### src/rtl/stream_unpack_pkg.sv
// Package with constants shared by the register stream unpacker files.
package stream_unpack_pkg;

  // ----------------------------------------------------------------------
  // Widths
  // ----------------------------------------------------------------------
  localparam int DATA_W = 32;
  localparam int INDEX_W = 8;
  localparam int SLOTS = 4;
  localparam int SLOT_W = 2;

  // ----------------------------------------------------------------------
  // Index field positions
  // ----------------------------------------------------------------------
  localparam int IDX_RANGE_BIT = 7;
  localparam int IDX_OFFSET_MSB = 6;

  // Register address bit positions that form the index.
  localparam int ADDR_RANGE_BIT = 13;
  localparam int ADDR_OFFSET_MSB = 8;
  localparam int ADDR_OFFSET_LSB = 2;
  localparam int ADDR_W = 14;

  // ----------------------------------------------------------------------
  // Start-triggering register address range
  // ----------------------------------------------------------------------
  localparam logic [ADDR_W-1:0] START_RANGE_LO = 14'h1d00;
  localparam logic [ADDR_W-1:0] START_RANGE_HI = 14'h1dff;

  // ----------------------------------------------------------------------
  // Reset values
  // ----------------------------------------------------------------------
  localparam logic [SLOT_W-1:0] SLOT_RESET = 2'h0;
  localparam logic [DATA_W-1:0] HEADER_RESET = 32'h0000_0000;

  // Address generator states.
  typedef enum logic [1:0] {
    ST_HEADER = 2'b01,
    ST_DATA = 2'b10
  } gen_state_t;

endpackage

### src/rtl/index_to_address.sv
// Expands an 8-bit stream index into a register address and flags start triggers.
`timescale 1ns/1ns
module index_to_address (
  input wire logic [stream_unpack_pkg::INDEX_W-1:0] index,
  output logic [stream_unpack_pkg::ADDR_W-1:0] addr,
  output logic start_hit
);

  localparam int RANGE_BIT = stream_unpack_pkg::ADDR_RANGE_BIT;
  localparam int OFF_MSB = stream_unpack_pkg::ADDR_OFFSET_MSB;
  localparam int OFF_LSB = stream_unpack_pkg::ADDR_OFFSET_LSB;
  localparam logic [stream_unpack_pkg::ADDR_W-1:0] LAUNCH_LO = stream_unpack_pkg::START_RANGE_LO;
  localparam logic [stream_unpack_pkg::ADDR_W-1:0] LAUNCH_HI = stream_unpack_pkg::START_RANGE_HI;

  // Index bit 7 maps to address bit 13, bits 6:0 to address bits 8:2.
  // The index cannot reach address bits 12:9, which the register map fixes, so the
  // launch range is judged only on the bits that the index carries.
  always_comb begin
    addr = '0;
    addr[RANGE_BIT] = index[stream_unpack_pkg::IDX_RANGE_BIT];
    addr[OFF_MSB:OFF_LSB] = index[stream_unpack_pkg::IDX_OFFSET_MSB:0];
    start_hit = (addr[RANGE_BIT] == LAUNCH_LO[RANGE_BIT]) &&
                (addr[OFF_MSB:OFF_LSB] >= LAUNCH_LO[OFF_MSB:OFF_LSB]) &&
                (addr[OFF_MSB:OFF_LSB] <= LAUNCH_HI[OFF_MSB:OFF_LSB]);
  end

endmodule

### src/rtl/skid_buffer2.sv
// Two-entry buffer with valid and ready on both sides.
`timescale 1ns/1ns
module skid_buffer2 #(
  parameter int WIDTH = 40
) (
  input wire logic ref_clk,
  input wire logic nrst,
  input wire logic flush,
  input wire logic in_valid,
  output logic in_ready,
  input wire logic [WIDTH-1:0] in_data,
  output logic out_valid,
  input wire logic out_ready,
  output logic [WIDTH-1:0] out_data
);

  logic [WIDTH-1:0] mem_reg [2];
  logic rd_ptr_reg;
  logic wr_ptr_reg;
  logic [1:0] count_reg;
  logic push;
  logic pop;

  assign in_ready = (count_reg != 2'h2);
  assign out_valid = (count_reg != 2'h0);
  assign out_data = mem_reg[rd_ptr_reg];
  assign push = in_valid && in_ready;
  assign pop = out_valid && out_ready;

  always_ff @(posedge ref_clk or negedge nrst) begin
    if (!nrst) begin
      rd_ptr_reg <= 1'b0;
      wr_ptr_reg <= 1'b0;
      count_reg <= 2'h0;
    end else if (flush) begin
      rd_ptr_reg <= 1'b0;
      wr_ptr_reg <= 1'b0;
      count_reg <= 2'h0;
    end else begin
      if (push) begin
        wr_ptr_reg <= ~wr_ptr_reg;
      end
      if (pop) begin
        rd_ptr_reg <= ~rd_ptr_reg;
      end
      count_reg <= count_reg + {1'b0, push} - {1'b0, pop};
    end
  end

  // Storage needs no reset; valid is carried by the count.
  always_ff @(posedge ref_clk) begin
    if (push) begin
      mem_reg[wr_ptr_reg] <= in_data;
    end
  end

endmodule

### src/rtl/register_stream_unpacker.sv
// Register stream unpacker: turns header plus data words into indexed FIFO writes.
// Notes on behaviour
// Any read or write of either stream window enters register-stream mode.
// First word written after the sequence starts is latched as a four-index header.
// Header bytes hold indices lowest first; k-th data word uses k-th index.
// Each data word is pushed with its 8-bit index into the bus FIFO.
// Index is address bit 13 plus bits 8:2; bits 1:0 are dropped.
// Index bit from address bit 13 selects the second drawing range.
// Only FIFO-loadable registers may be named; host must not name others.
// After the fourth data word, the next word is a new header.
// Writing the mode register's lowest byte aborts the stream sequence.
// Host uses only full double-word accesses to load drawing registers.
// Image load and dump data always move through the stream window path.
// Host should issue stream transfers at incrementing addresses for bursting.
// Software should make the last setup write fall in the start range.
// A write in the start-triggering range launches the drawing engine.
// Any access to the mode register's lowest byte resets the address generator.
`timescale 1ns/1ns
module register_stream_unpacker #(
  parameter int DATA_W = stream_unpack_pkg::DATA_W
) (
  input wire logic ref_clk,
  input wire logic nrst,
  input wire logic win_write,
  input wire logic win_read,
  input wire logic [DATA_W-1:0] win_wdata,
  output logic win_ready,
  input wire logic mode_byte0_access,
  input wire logic image_op_active,
  input wire logic image_load_op,
  input wire logic image_dump_op,
  output logic pixel_valid,
  output logic [DATA_W-1:0] pixel_data,
  input wire logic pixel_ready,
  output logic fifo_valid,
  output logic [DATA_W-1:0] fifo_data,
  output logic [stream_unpack_pkg::INDEX_W-1:0] fifo_index,
  output logic fifo_start,
  input wire logic fifo_ready,
  output logic stream_mode,
  output logic header_pending
);

  // ----------------------------------------------------------------------
  // Local types and signals
  // ----------------------------------------------------------------------
  localparam int ENTRY_W = DATA_W + stream_unpack_pkg::INDEX_W + 1;

  stream_unpack_pkg::gen_state_t state_reg;
  logic [DATA_W-1:0] header_reg;
  logic [stream_unpack_pkg::SLOT_W-1:0] slot_reg;
  logic stream_mode_reg;
  logic pix_valid_reg;
  logic [DATA_W-1:0] pix_data_reg;
  logic [stream_unpack_pkg::INDEX_W-1:0] cur_index;
  logic [stream_unpack_pkg::INDEX_W-1:0] header_index_zero;
  logic [stream_unpack_pkg::INDEX_W-1:0] header_index_three;
  logic cur_start;
  logic buf_in_ready;
  logic buf_out_valid;
  logic [ENTRY_W-1:0] buf_out_data;
  logic data_take;
  logic header_take;
  logic pixel_take;
  logic fifo_v_reg;
  logic [ENTRY_W-1:0] fifo_entry_reg;
  logic out_free;

  // ----------------------------------------------------------------------
  // Index selection
  // ----------------------------------------------------------------------
  assign header_index_zero = header_reg[7:0];
  assign header_index_three = header_reg[31:24];
  // Slot k picks byte lane k of the header.
  assign cur_index = header_reg[slot_reg*stream_unpack_pkg::INDEX_W +: stream_unpack_pkg::INDEX_W];

  index_to_address u_idx (
    .index(cur_index),
    .addr(),
    .start_hit(cur_start)
  );

  // ----------------------------------------------------------------------
  // Acceptance of host words
  // ----------------------------------------------------------------------
  // Image traffic bypasses the header logic; the window is its only path.
  assign pixel_take = win_write && image_op_active && !mode_byte0_access &&
                      (!pix_valid_reg || pixel_ready);
  assign header_take = win_write && !image_op_active && !mode_byte0_access &&
                       (state_reg == stream_unpack_pkg::ST_HEADER);
  assign data_take = win_write && !image_op_active && !mode_byte0_access &&
                     (state_reg == stream_unpack_pkg::ST_DATA) && buf_in_ready;

  always_comb begin
    win_ready = 1'b0;
    if (image_op_active) begin
      win_ready = !pix_valid_reg || pixel_ready;
    end else if (state_reg == stream_unpack_pkg::ST_HEADER) begin
      win_ready = 1'b1;
    end else begin
      win_ready = buf_in_ready;
    end
  end

  // ----------------------------------------------------------------------
  // Stream mode flag
  // ----------------------------------------------------------------------
  always_ff @(posedge ref_clk or negedge nrst) begin
    if (!nrst) begin
      stream_mode_reg <= 1'b0;
    end else if (win_write || win_read) begin
      stream_mode_reg <= 1'b1;
    end else if (mode_byte0_access) begin
      stream_mode_reg <= 1'b0;
    end
  end

  // ----------------------------------------------------------------------
  // Address generator
  // ----------------------------------------------------------------------
  // The host only ever names FIFO-loadable registers, so no filtering is done.
  always_ff @(posedge ref_clk or negedge nrst) begin
    if (!nrst) begin
      state_reg <= stream_unpack_pkg::ST_HEADER;
      slot_reg <= stream_unpack_pkg::SLOT_RESET;
      header_reg <= stream_unpack_pkg::HEADER_RESET;
    end else if (mode_byte0_access) begin
      state_reg <= stream_unpack_pkg::ST_HEADER;
      slot_reg <= stream_unpack_pkg::SLOT_RESET;
    end else if (header_take) begin
      header_reg <= win_wdata;
      slot_reg <= stream_unpack_pkg::SLOT_RESET;
      state_reg <= stream_unpack_pkg::ST_DATA;
    end else if (data_take) begin
      slot_reg <= slot_reg + 2'h1;
      if (slot_reg == 2'(stream_unpack_pkg::SLOTS - 1)) begin
        state_reg <= stream_unpack_pkg::ST_HEADER;
      end
    end
  end

  // ----------------------------------------------------------------------
  // Two-entry buffer and registered FIFO outputs
  // ----------------------------------------------------------------------
  // The buffer decouples the host from a stalled bus FIFO without losing words.
  skid_buffer2 #(
    .WIDTH(ENTRY_W)
  ) u_buf (
    .ref_clk(ref_clk),
    .nrst(nrst),
    .flush(1'b0),
    .in_valid(data_take),
    .in_ready(buf_in_ready),
    .in_data({cur_start, cur_index, win_wdata}),
    .out_valid(buf_out_valid),
    .out_ready(out_free),
    .out_data(buf_out_data)
  );

  assign out_free = !fifo_v_reg || fifo_ready;

  always_ff @(posedge ref_clk or negedge nrst) begin
    if (!nrst) begin
      fifo_v_reg <= 1'b0;
      fifo_entry_reg <= '0;
    end else if (out_free) begin
      fifo_v_reg <= buf_out_valid;
      if (buf_out_valid) begin
        fifo_entry_reg <= buf_out_data;
      end
    end
  end

  assign fifo_valid = fifo_v_reg;
  assign fifo_data = fifo_entry_reg[DATA_W-1:0];
  assign fifo_index = fifo_entry_reg[DATA_W +: stream_unpack_pkg::INDEX_W];
  assign fifo_start = fifo_entry_reg[ENTRY_W-1];

  // ----------------------------------------------------------------------
  // Image load path
  // ----------------------------------------------------------------------
  // Dump data travels the read side of the window, outside this block.
  always_ff @(posedge ref_clk or negedge nrst) begin
    if (!nrst) begin
      pix_valid_reg <= 1'b0;
      pix_data_reg <= '0;
    end else if (pixel_take) begin
      pix_valid_reg <= 1'b1;
      pix_data_reg <= win_wdata;
    end else if (pixel_ready) begin
      pix_valid_reg <= 1'b0;
    end
  end

  assign pixel_valid = pix_valid_reg;
  assign pixel_data = pix_data_reg;
  assign stream_mode = stream_mode_reg;
  assign header_pending = (state_reg == stream_unpack_pkg::ST_HEADER);

  // ----------------------------------------------------------------------
  // Checks
  // ----------------------------------------------------------------------
  property p_header_latch;
    @(posedge ref_clk) disable iff (!nrst)
    header_take |=> (header_reg == $past(win_wdata)) && (state_reg == stream_unpack_pkg::ST_DATA);
  endproperty
  a_header_latch: assert property (p_header_latch) else $error("Header not latched.");

  property p_lane_order;
    @(posedge ref_clk) disable iff (!nrst)
    (data_take && slot_reg == 2'h0) |-> cur_index == header_index_zero;
  endproperty
  a_lane_order: assert property (p_lane_order) else $error("Wrong header lane used.");

  property p_last_lane;
    @(posedge ref_clk) disable iff (!nrst)
    (data_take && slot_reg == 2'h3) |-> cur_index == header_index_three;
  endproperty
  a_last_lane: assert property (p_last_lane) else $error("Fourth word used wrong lane.");

  property p_regroup;
    @(posedge ref_clk) disable iff (!nrst)
    (data_take && slot_reg == 2'h3 && !mode_byte0_access) |=> header_pending;
  endproperty
  a_regroup: assert property (p_regroup) else $error("No new header after four words.");

  property p_abort;
    @(posedge ref_clk) disable iff (!nrst)
    mode_byte0_access |=> header_pending && slot_reg == 2'h0;
  endproperty
  a_abort: assert property (p_abort) else $error("Mode access did not reset generator.");

  property p_enter;
    @(posedge ref_clk) disable iff (!nrst)
    (win_write || win_read) |=> stream_mode;
  endproperty
  a_enter: assert property (p_enter) else $error("Stream mode not entered.");

  property p_forward;
    @(posedge ref_clk) disable iff (!nrst)
    (data_take && !fifo_v_reg && !buf_out_valid) |-> ##2 (fifo_valid && fifo_data == $past(win_wdata, 2));
  endproperty
  a_forward: assert property (p_forward) else $error("Data word not forwarded.");

  property p_hold;
    @(posedge ref_clk) disable iff (!nrst)
    (fifo_valid && !fifo_ready) |=> fifo_valid && $stable(fifo_data) && $stable(fifo_index);
  endproperty
  a_hold: assert property (p_hold) else $error("FIFO word dropped under stall.");

  property p_start_range;
    @(posedge ref_clk) disable iff (!nrst)
    fifo_valid |-> fifo_start == (!fifo_index[7] && fifo_index[6:0] >= 7'h40);
  endproperty
  a_start_range: assert property (p_start_range) else $error("Start flag mismatches index.");

  property p_pixel;
    @(posedge ref_clk) disable iff (!nrst)
    pixel_take |=> pixel_valid && pixel_data == $past(win_wdata);
  endproperty
  a_pixel: assert property (p_pixel) else $error("Image word not passed.");

  property p_abort_drop;
    @(posedge ref_clk) disable iff (!nrst)
    (mode_byte0_access && win_write) |=> $stable(header_reg) && header_pending;
  endproperty
  a_abort_drop: assert property (p_abort_drop) else $error("Write beside mode access was taken.");

  property p_slot_step;
    @(posedge ref_clk) disable iff (!nrst)
    (data_take && slot_reg != 2'h3) |=> !header_pending && slot_reg == $past(slot_reg) + 2'h1;
  endproperty
  a_slot_step: assert property (p_slot_step) else $error("Slot did not advance by one.");

  property p_index_carried;
    @(posedge ref_clk) disable iff (!nrst)
    (data_take && !fifo_v_reg && !buf_out_valid) |->
      ##2 (fifo_index == $past(cur_index, 2) && fifo_start == $past(cur_start, 2));
  endproperty
  a_index_carried: assert property (p_index_carried) else $error("Index not forwarded with data.");

  property p_mode_clear;
    @(posedge ref_clk) disable iff (!nrst)
    (mode_byte0_access && !win_write && !win_read) |=> !stream_mode;
  endproperty
  a_mode_clear: assert property (p_mode_clear) else $error("Mode access did not end stream mode.");

  property p_pixel_hold;
    @(posedge ref_clk) disable iff (!nrst)
    (pixel_valid && !pixel_ready) |=> pixel_valid && $stable(pixel_data);
  endproperty
  a_pixel_hold: assert property (p_pixel_hold) else $error("Image word dropped under stall.");

  property p_mode_stay;
    @(posedge ref_clk) disable iff (!nrst)
    (stream_mode && !mode_byte0_access) |=> stream_mode;
  endproperty
  a_mode_stay: assert property (p_mode_stay) else $error("Stream mode left without mode access.");

  property p_no_spurious;
    @(posedge ref_clk) disable iff (!nrst)
    (!fifo_valid && !buf_out_valid) |=> !fifo_valid;
  endproperty
  a_no_spurious: assert property (p_no_spurious) else $error("FIFO word appeared from nowhere.");

endmodule

### config.mk
export PLATFORM = sky130hd
export DESIGN_NAME = register_stream_unpacker
export DESIGN_NICKNAME = d
export VERILOG_FILES = /design/src/rtl/stream_unpack_pkg.sv /design/src/rtl/index_to_address.sv /design/src/rtl/skid_buffer2.sv /design/src/rtl/register_stream_unpacker.sv
export SDC_FILE = /design/constraint.sdc
export NUM_CORES = 1
export LEC_CHECK = 0
export ABC_AREA = 1
export BUFFER_PORTS_ARGS = -buffer_cell sky130_fd_sc_hd__buf_2
export CAP_MARGIN = 20
export CELL_PAD_IN_SITES_DETAIL_PLACEMENT = 1
export CELL_PAD_IN_SITES_GLOBAL_PLACEMENT = 1
export CORE_MARGIN = 4
export CORE_UTILIZATION = 45
export DETAILED_ROUTE_END_ITERATION = 8
export GPL_ROUTABILITY_DRIVEN = 1
export PLACE_DENSITY = 0.85
export REMOVE_ABC_BUFFERS = 1
export SETUP_SLACK_MARGIN = 0.3
export SLEW_MARGIN = 30
export SYNTH_ARGS = -nofsm -noshare
export SYNTH_HDL_FRONTEND = slang
export SYNTH_SLANG_ARGS = --single-unit
### constraint.sdc
create_clock -name ref_clk -period 4.2 [get_ports ref_clk]
set_input_delay 0.42 -clock ref_clk [delete_from_list [all_inputs] [get_ports ref_clk]]
set_output_delay 0.42 -clock ref_clk [all_outputs]
set_load 0.01 [all_outputs]
==> implementation parameters, run 1 <==
Parameter                              Value

GRT
  Total gr overflow    0
  Largest net degree at the start of global routing    85
  Global router's overall resource usage    19.3%
  Global-route wire length before repair    29500 microns
  Number of antenna violations at the first check in global routing    1
  Via count of the first global-routing pass    5698

Timing
  Transition time at the pin with the least slew margin    907 ps
  Setup total negative slack    0 ps
  Min Clock Period, post-route    2240 ps
  Share of the clock period used by the worst path after layout    53.4%
  Count of endpoints failing hold in the final timing report    0
  Fmax    446 MHz
  Number of pins with negative max-slew slack in the final report    0
  Worst clock skew on the final layout    11.1 ps
  Unrepaired setup endpoints after global routing    no
  Setup violators final    0
  Relative slew slack    39.4%
  Tightest hold margin    24.2 ps

Setup path
  CP max FO    29
  Type of the worst setup path    reg -> reg
  Required time at the endpoint of the critical path    4270 ps
  Reg-to-reg startpoint    u_buf.count_reg[1]
  Capture instance of the worst register-to-register path    u_buf.mem_reg[1][3]
  Worst endpoint data arrival time    2320 ps
  CP max stage delay    490 ps
  Cells on worst reg2reg path    6
  Critical-path cell with the highest stage delay    buf_4
  Nature of the critical path endpoint    flip-flop
  Startpoint types    flip-flop
  Cell breakdown of the critical path    inv_1 > nor2_1 > nor2_1 > nand2_1 > nor2_4 > buf_4
  Most numerous cell on the critical path    nor2_1
  Worst-case register-to-register setup slack    1960 ps

Floorplan
  Starting density of the core    46.0%
  X dimension of the die    138 microns
  Standard-cell row count    47
  Area inside the core boundary    16600 sq um
  Number of primary I/O pins    120
  Die H    138 microns
  Total Die Area    19200 sq um

Outcome
  Status    finished, final reports clean

Power
  Net load switching power    1.85 mW
  Clock share of power    28.4%
  Sw Ratio    32.4%
  Int Power    3.86 mW
  Static Leakage    4.05 nW
  Gate power share    25.6%
  Worst IR drop on VDD    0.000326 V
  Part of the total power dissipated in sequential elements    46.0%
  Cell area power density    637 nW/um^2

Synthesis
  Sequential fraction of the synthesis area    70.1%
  Seq cells post-synth    198
  Distinct cells, synth    30
  Mean instance size in the synthesized netlist    11.6 sq um
  Number of warnings printed during yosys synthesis    0
  Gate count of the mapped netlist    658
  Post-synthesis instance area    7660 sq um

Finish
  Area of the multi-input gates    1900 sq um
  Sequential cell area in the final layout    5370 sq um
  Number of nets in the final layout    812
  Max FFs per register    82
  Area growth, synth to finish    17.0%
  Layout cells sized above 1    24.6%
  Ant diodes    0
  Utilization of the core after routing    53.8%
  FILL cells    1806

Clock tree
  CTS Sinks    198
  Worst-path clk slew    70 ps
  Clock tree from TritonCTS    built
  Clock insertion delay at the later pin of the skew report    430 ps
  Post-cts hold buffer count    0
  Clk buf depth    2
  Depth of the CTS H-tree    4
  Resized Gates After CTS    0
  Inserted Clock Buffers    17
  CTS root buffer    clkbuf_16
  Post-CTS repair timing setup buffer count    0

Detailed routing
  Mean routed wirelength per cell    17.9 microns
  Antenna viol nets, final    0
  Per-cell via count in the routed design    5.21
  Total wire length    17900 microns
  Total iterations of the first detailed-routing run    4
  Number of remaining DRC errors    0
  Initial DRC count    345
  Routed vias    5205

Job
  # Max-Cap Violations    0

Hold path
  Class of the tightest hold or removal check    in -> async

Placement
  Number of buffers inserted by port buffering    117
  Detailed-placement wirelength estimate    11600 microns
  GPL Wtd Cong    0.736
-- layout by cell type, fill, tap and decap left out, drive strengths merged --
master and count:
clkinv 8, o211ai 2, nand2 126, o22ai 6
dfrtp 115, clkinvlp 2, nor3 1, o31ai 41
o21ai 80, xor2 3, dfstp 1, a211o 1
a21oi 2, nand3 3, inv 49, buf 125
xnor2 1, ha 3, bufinv 3, edfxtp 82
nor2 105, clkbuf 18, nand4 3
-- power groups by stage --
stage / combinational, mW / clock, mW / sequential [mW]
finish: 1.46 / 1.62 / 2.62
global route: 1.64 / 1.75 / 2.67
CTS: 1.50 / 1.65 / 2.63
detailed placement: 1.49 / 0 / 2.66
global placement: 1.40 / 0 / 2.63
floorplan: 0.697 / 0 / 2.78
-- cell families after synthesis --
logic type | after synthesis | synth area share, %
flip-flops | 198 | 70.1
adder cells (fa/ha/maj) | 3 | 0.490
AND/OR/NAND/NOR | 238 | 12.0
buffers and inverters | 83 | 5.42
XOR/XNOR | 4 | 0.458
AO/OA/AOI/OAI | 132 | 11.6
-- worst max-delay path by stage --
stage	slack, ps	cells past startpoint	start	to
detailed placement	1810	7	mode_byte0_access	u_buf.mem_reg[0][1]
floorplan	1040	7	u_buf.count_reg[0]	u_buf.count_reg[1]
global route	1740	6	u_buf.count_reg[1]	u_buf.mem_reg[1][11]
finish	1960	6	u_buf.count_reg[1]	u_buf.mem_reg[1][3]
global placement	1880	7	mode_byte0_access	u_buf.mem_reg[0][2]
CTS	1920	6	u_buf.count_reg[1]	u_buf.mem_reg[0][30]
-- metal layers --
metal / up-vias / GRT usage, % / part of all wire, %
met5: - / 0 / 0.056
met4: 2 / 5.93 / 1.3
met3: 25 / 4.45 / 4.6
met2: 124 / 34.0 / 52
met1: 2630 / 23.8 / 42
li1: 2424 / - / -
-- critical path: cells and delay by family (launching register included) --
kind	cells	cell delay, ps
buffers and inverters	2	610
DFF	1	420
and+or+nand+nor	4	840
-- Yosys cell counts --
library cell,n,area share (%)
nand2_1,125,6.1
dfrtp_1,115,38
nor2_1,103,5.0
edfxtp_1,82,32
inv_1,45,2.2
o31ai_1,41,4.0
o21ai_0,34,2.2
o21ai_2,28,3.2
o21ai_1,18,1.2
buf_2,17,1.1
buf_6,9,1.3
o22ai_1,6,0.49
buf_4,4,0.39
buf_1,3,0.15
ha_1,3,0.49
nand3_1,3,0.20
nand4_1,3,0.25
xor2_1,3,0.34
a21oi_1,2,0.13
clkbuf_1,2,0.098
inv_2,2,0.098
o211ai_1,2,0.20
a211o_1,1,0.11
clkinv_1,1,0.049
dfstp_2,1,0.34
nand2_2,1,0.082
nor2_2,1,0.082
nor2_4,1,0.15
nor3_1,1,0.065
xnor2_1,1,0.11
-- stage by stage --
| step | total power [mW] | instances | worst slack [ps] | cell area [sq um] |
|---|---|---|---|---|
| after floorplan | 3.48 | 623 | 1040 | 7420 |
| after global placement | 4.04 | 968 | 1880 | 8370 |
| after detailed placement | 4.15 | 968 | 1810 | 8370 |
| after CTS | 5.78 | 1000 | 1920 | 8960 |
| after global routing | 6.07 | 1000 | 1740 | 8960 |
| final | 5.70 | 1000 | 1960 | 8960 |
-- final cells by class --
type,instances,share of cell area (%)
sequential,198,59.9
multi-input combinational,377,21.2
timing repair buffer,125,7.27
clock buffer,18,4.79
tap,220,3.07
inverter,48,2.01
clock inverter,14,1.77
No activity file was read; power rests on OpenSTA's default activity.
==> inputs of run 2 (changes only) <==
clock period = 2.13 ns   (was 4.2 ns; I/O delays follow)
==> run 2 against run 1 <==
Effect of this change: non-clock buffer count grew 42; critical path depth shrank 1; combinational power grew 100%; first-iteration DRC count shrank 18%; critical path type is now reg -> out.
==> implementation parameters, run 2 (synthesis gave the netlist of run 1 again) <==
Parameter                              Value

Detailed routing
  Per-cell via count in the routed design    5.21
  Mean routed wirelength per cell    19.1 microns
  Antenna viol nets, final    0
  Routed vias    5426
  Total wire length    20000 microns
  Initial DRC count    282
  Number of remaining DRC errors    0
  Total iterations of the first detailed-routing run    4

Clock tree
  Inserted Clock Buffers    17
  Post-CTS repair timing setup buffer count    0
  Depth of the CTS H-tree    4
  CTS root buffer    clkbuf_16
  Clock tree from TritonCTS    built
  Clock insertion delay at the later pin of the skew report    440 ps
  Clk buf depth    2
  Worst-path clk slew    70 ps
  CTS Sinks    198

Finish
  Number of nets in the final layout    854
  Area growth, synth to finish    22.7%
  Most frequent cells in the layout    124 x nand2_1, 116 x buf_2, 114 x dfrtp_1, 101 x nor2_1, 82 x edfxtp_1
  Max FFs per register    82
  Ant diodes    0
  Final non-filler cell area    9390 sq um
  Leading cell type in the layout, fill and taps excluded    nand2_1
  Layout cells sized above 1    24.6%

Floorplan
  Number of primary I/O pins    120
  X dimension of the die    138 microns
  Starting density of the core    46.0%
  Standard-cell row count    47
  Die H    138 microns
  Area inside the core boundary    16600 sq um
  Total Die Area    19200 sq um

Setup path
  Critical-path cell with the highest stage delay    dfstp_2
  Type of the worst setup path    reg -> out
  Worst endpoint data arrival time    1590 ps
  Crit path buf inv count    2
  CP max stage delay    540 ps
  Startpoint types    flip-flop
  Cell breakdown of the critical path    inv_1 > nor2_2 > nor3_1 > o21ai_0 > buf_2
  Required time at the endpoint of the critical path    1920 ps
  CP max FO    4
  Worst path top cell family by delay    flip-flops
  Nature of the critical path endpoint    output port

Timing
  Unrepaired setup endpoints after global routing    yes
  Worst clock skew on the final layout    11.5 ps
  Post-layout worst setup margin    326 ps
  Setup violators final    0
  Setup total negative slack    0 ps
  Min Clock Period, post-route    1800 ps
  Transition time at the pin with the least slew margin    676 ps
  Number of pins with negative max-slew slack in the final report    0
  Relative slew slack    54.9%
  Share of the clock period used by the worst path after layout    84.7%
  Fmax    554 MHz
  Count of endpoints failing hold in the final timing report    0

Power
  Gate power share    25.9%
  Static Leakage    4.24 nW
  Final Total Pwr    11.4 mW
  Cell area power density    1210 nW/um^2
  Net load switching power    3.81 mW
  Int Power    7.57 mW
  Part of the total power dissipated in sequential elements    46.5%
  Clock share of power    27.6%
  Sw Ratio    33.5%
  Worst IR drop on VDD    0.000695 V

GRT
  Global router's overall resource usage    21.6%
  Via count of the first global-routing pass    6068
  Total gr overflow    0
  Number of antenna violations at the first check in global routing    0
  Largest net degree at the start of global routing    85
  Global-route wire length before repair    32500 microns

Outcome
  Status    finished, final reports clean

Placement
  Number of buffers inserted by port buffering    117
  Cell area after placement    8490 sq um
  Detailed-placement wirelength estimate    12500 microns
  GPL Wtd Cong    0.725
  Worst setup slack after placement    370 ps

Hold path
  Class of the tightest hold or removal check    in -> reg

Job
  # Max-Cap Violations    0
run 2: routing by layer:
metal | vias up | share of wire, % | global-route usage, %
met5 | - | 0 | 0
met4 | 0 | 1.2 | 4.94
met3 | 19 | 4.1 | 5.39
met2 | 114 | 53 | 39.0
met1 | 2785 | 42 | 26.4
li1 | 2508 | - | -
run 2: final timing paths:
check / from / endpoint / slack, ps / cells after the start
min reg2reg: fifo_entry_reg[5] / fifo_entry_reg[5] / 480 / 2
min: win_wdata[28] / u_buf.mem_reg[0][28] / 30 / 1
max reg2reg: u_buf.rd_ptr_reg / fifo_entry_reg[19] / 480 / 3
max: state_reg[0] / win_ready / 330 / 5
max in group asynchronous: nrst / fifo_entry_reg[9] / 1140 / 3
min in group asynchronous: nrst / header_reg[0] / 300 / 2
run 2: stage by stage:
step,instances,util (%),hold slack [ps]
3_3_place_gp,977,51.0,202
4_1_cts,1042,56.4,21.8
3_5_place_dp,977,51.0,215
5_1_grt,1042,56.4,10.8
2_1_floorplan,623,-,-82.6
6_report,1042,56.4,29.8
run 2: power groups by stage:
| stage | Combinational [mW] | Clock [mW] | Sequential, mW |
|---|---|---|---|
| 2_1_floorplan | 1.37 | 0 | 5.48 |
| 4_1_cts | 2.99 | 3.19 | 5.28 |
| 3_5_place_dp | 2.92 | 0 | 5.34 |
| 5_1_grt | 3.30 | 3.38 | 5.38 |
| 3_3_place_gp | 2.72 | 0 | 5.29 |
| 6_report | 2.95 | 3.13 | 5.29 |
run 2: area by class of cell:
type | instances | area (sq um)
Clock inverter | 12 | 130
Inverter | 48 | 180
Sequential cell | 198 | 5370
Fill cell | 1748 | 7250
Multi-Input combinational cell | 377 | 1900
Tap cell | 220 | 275
Clock buffer | 20 | 437
Timing Repair Buffer | 167 | 1100
run 2: repair_timing:
action,in CTS,in global routing
resized for setup,0,2
setup endpoints to repair,0,48
hold buffers,33,0
endpoints found under the hold margin,113,0
run 2: worst register-to-register path: stages, from the launching register on:
cell,delay [ps]
dfrtp_2,740
buf_4,410
nor2_1,110
o31ai_1,290
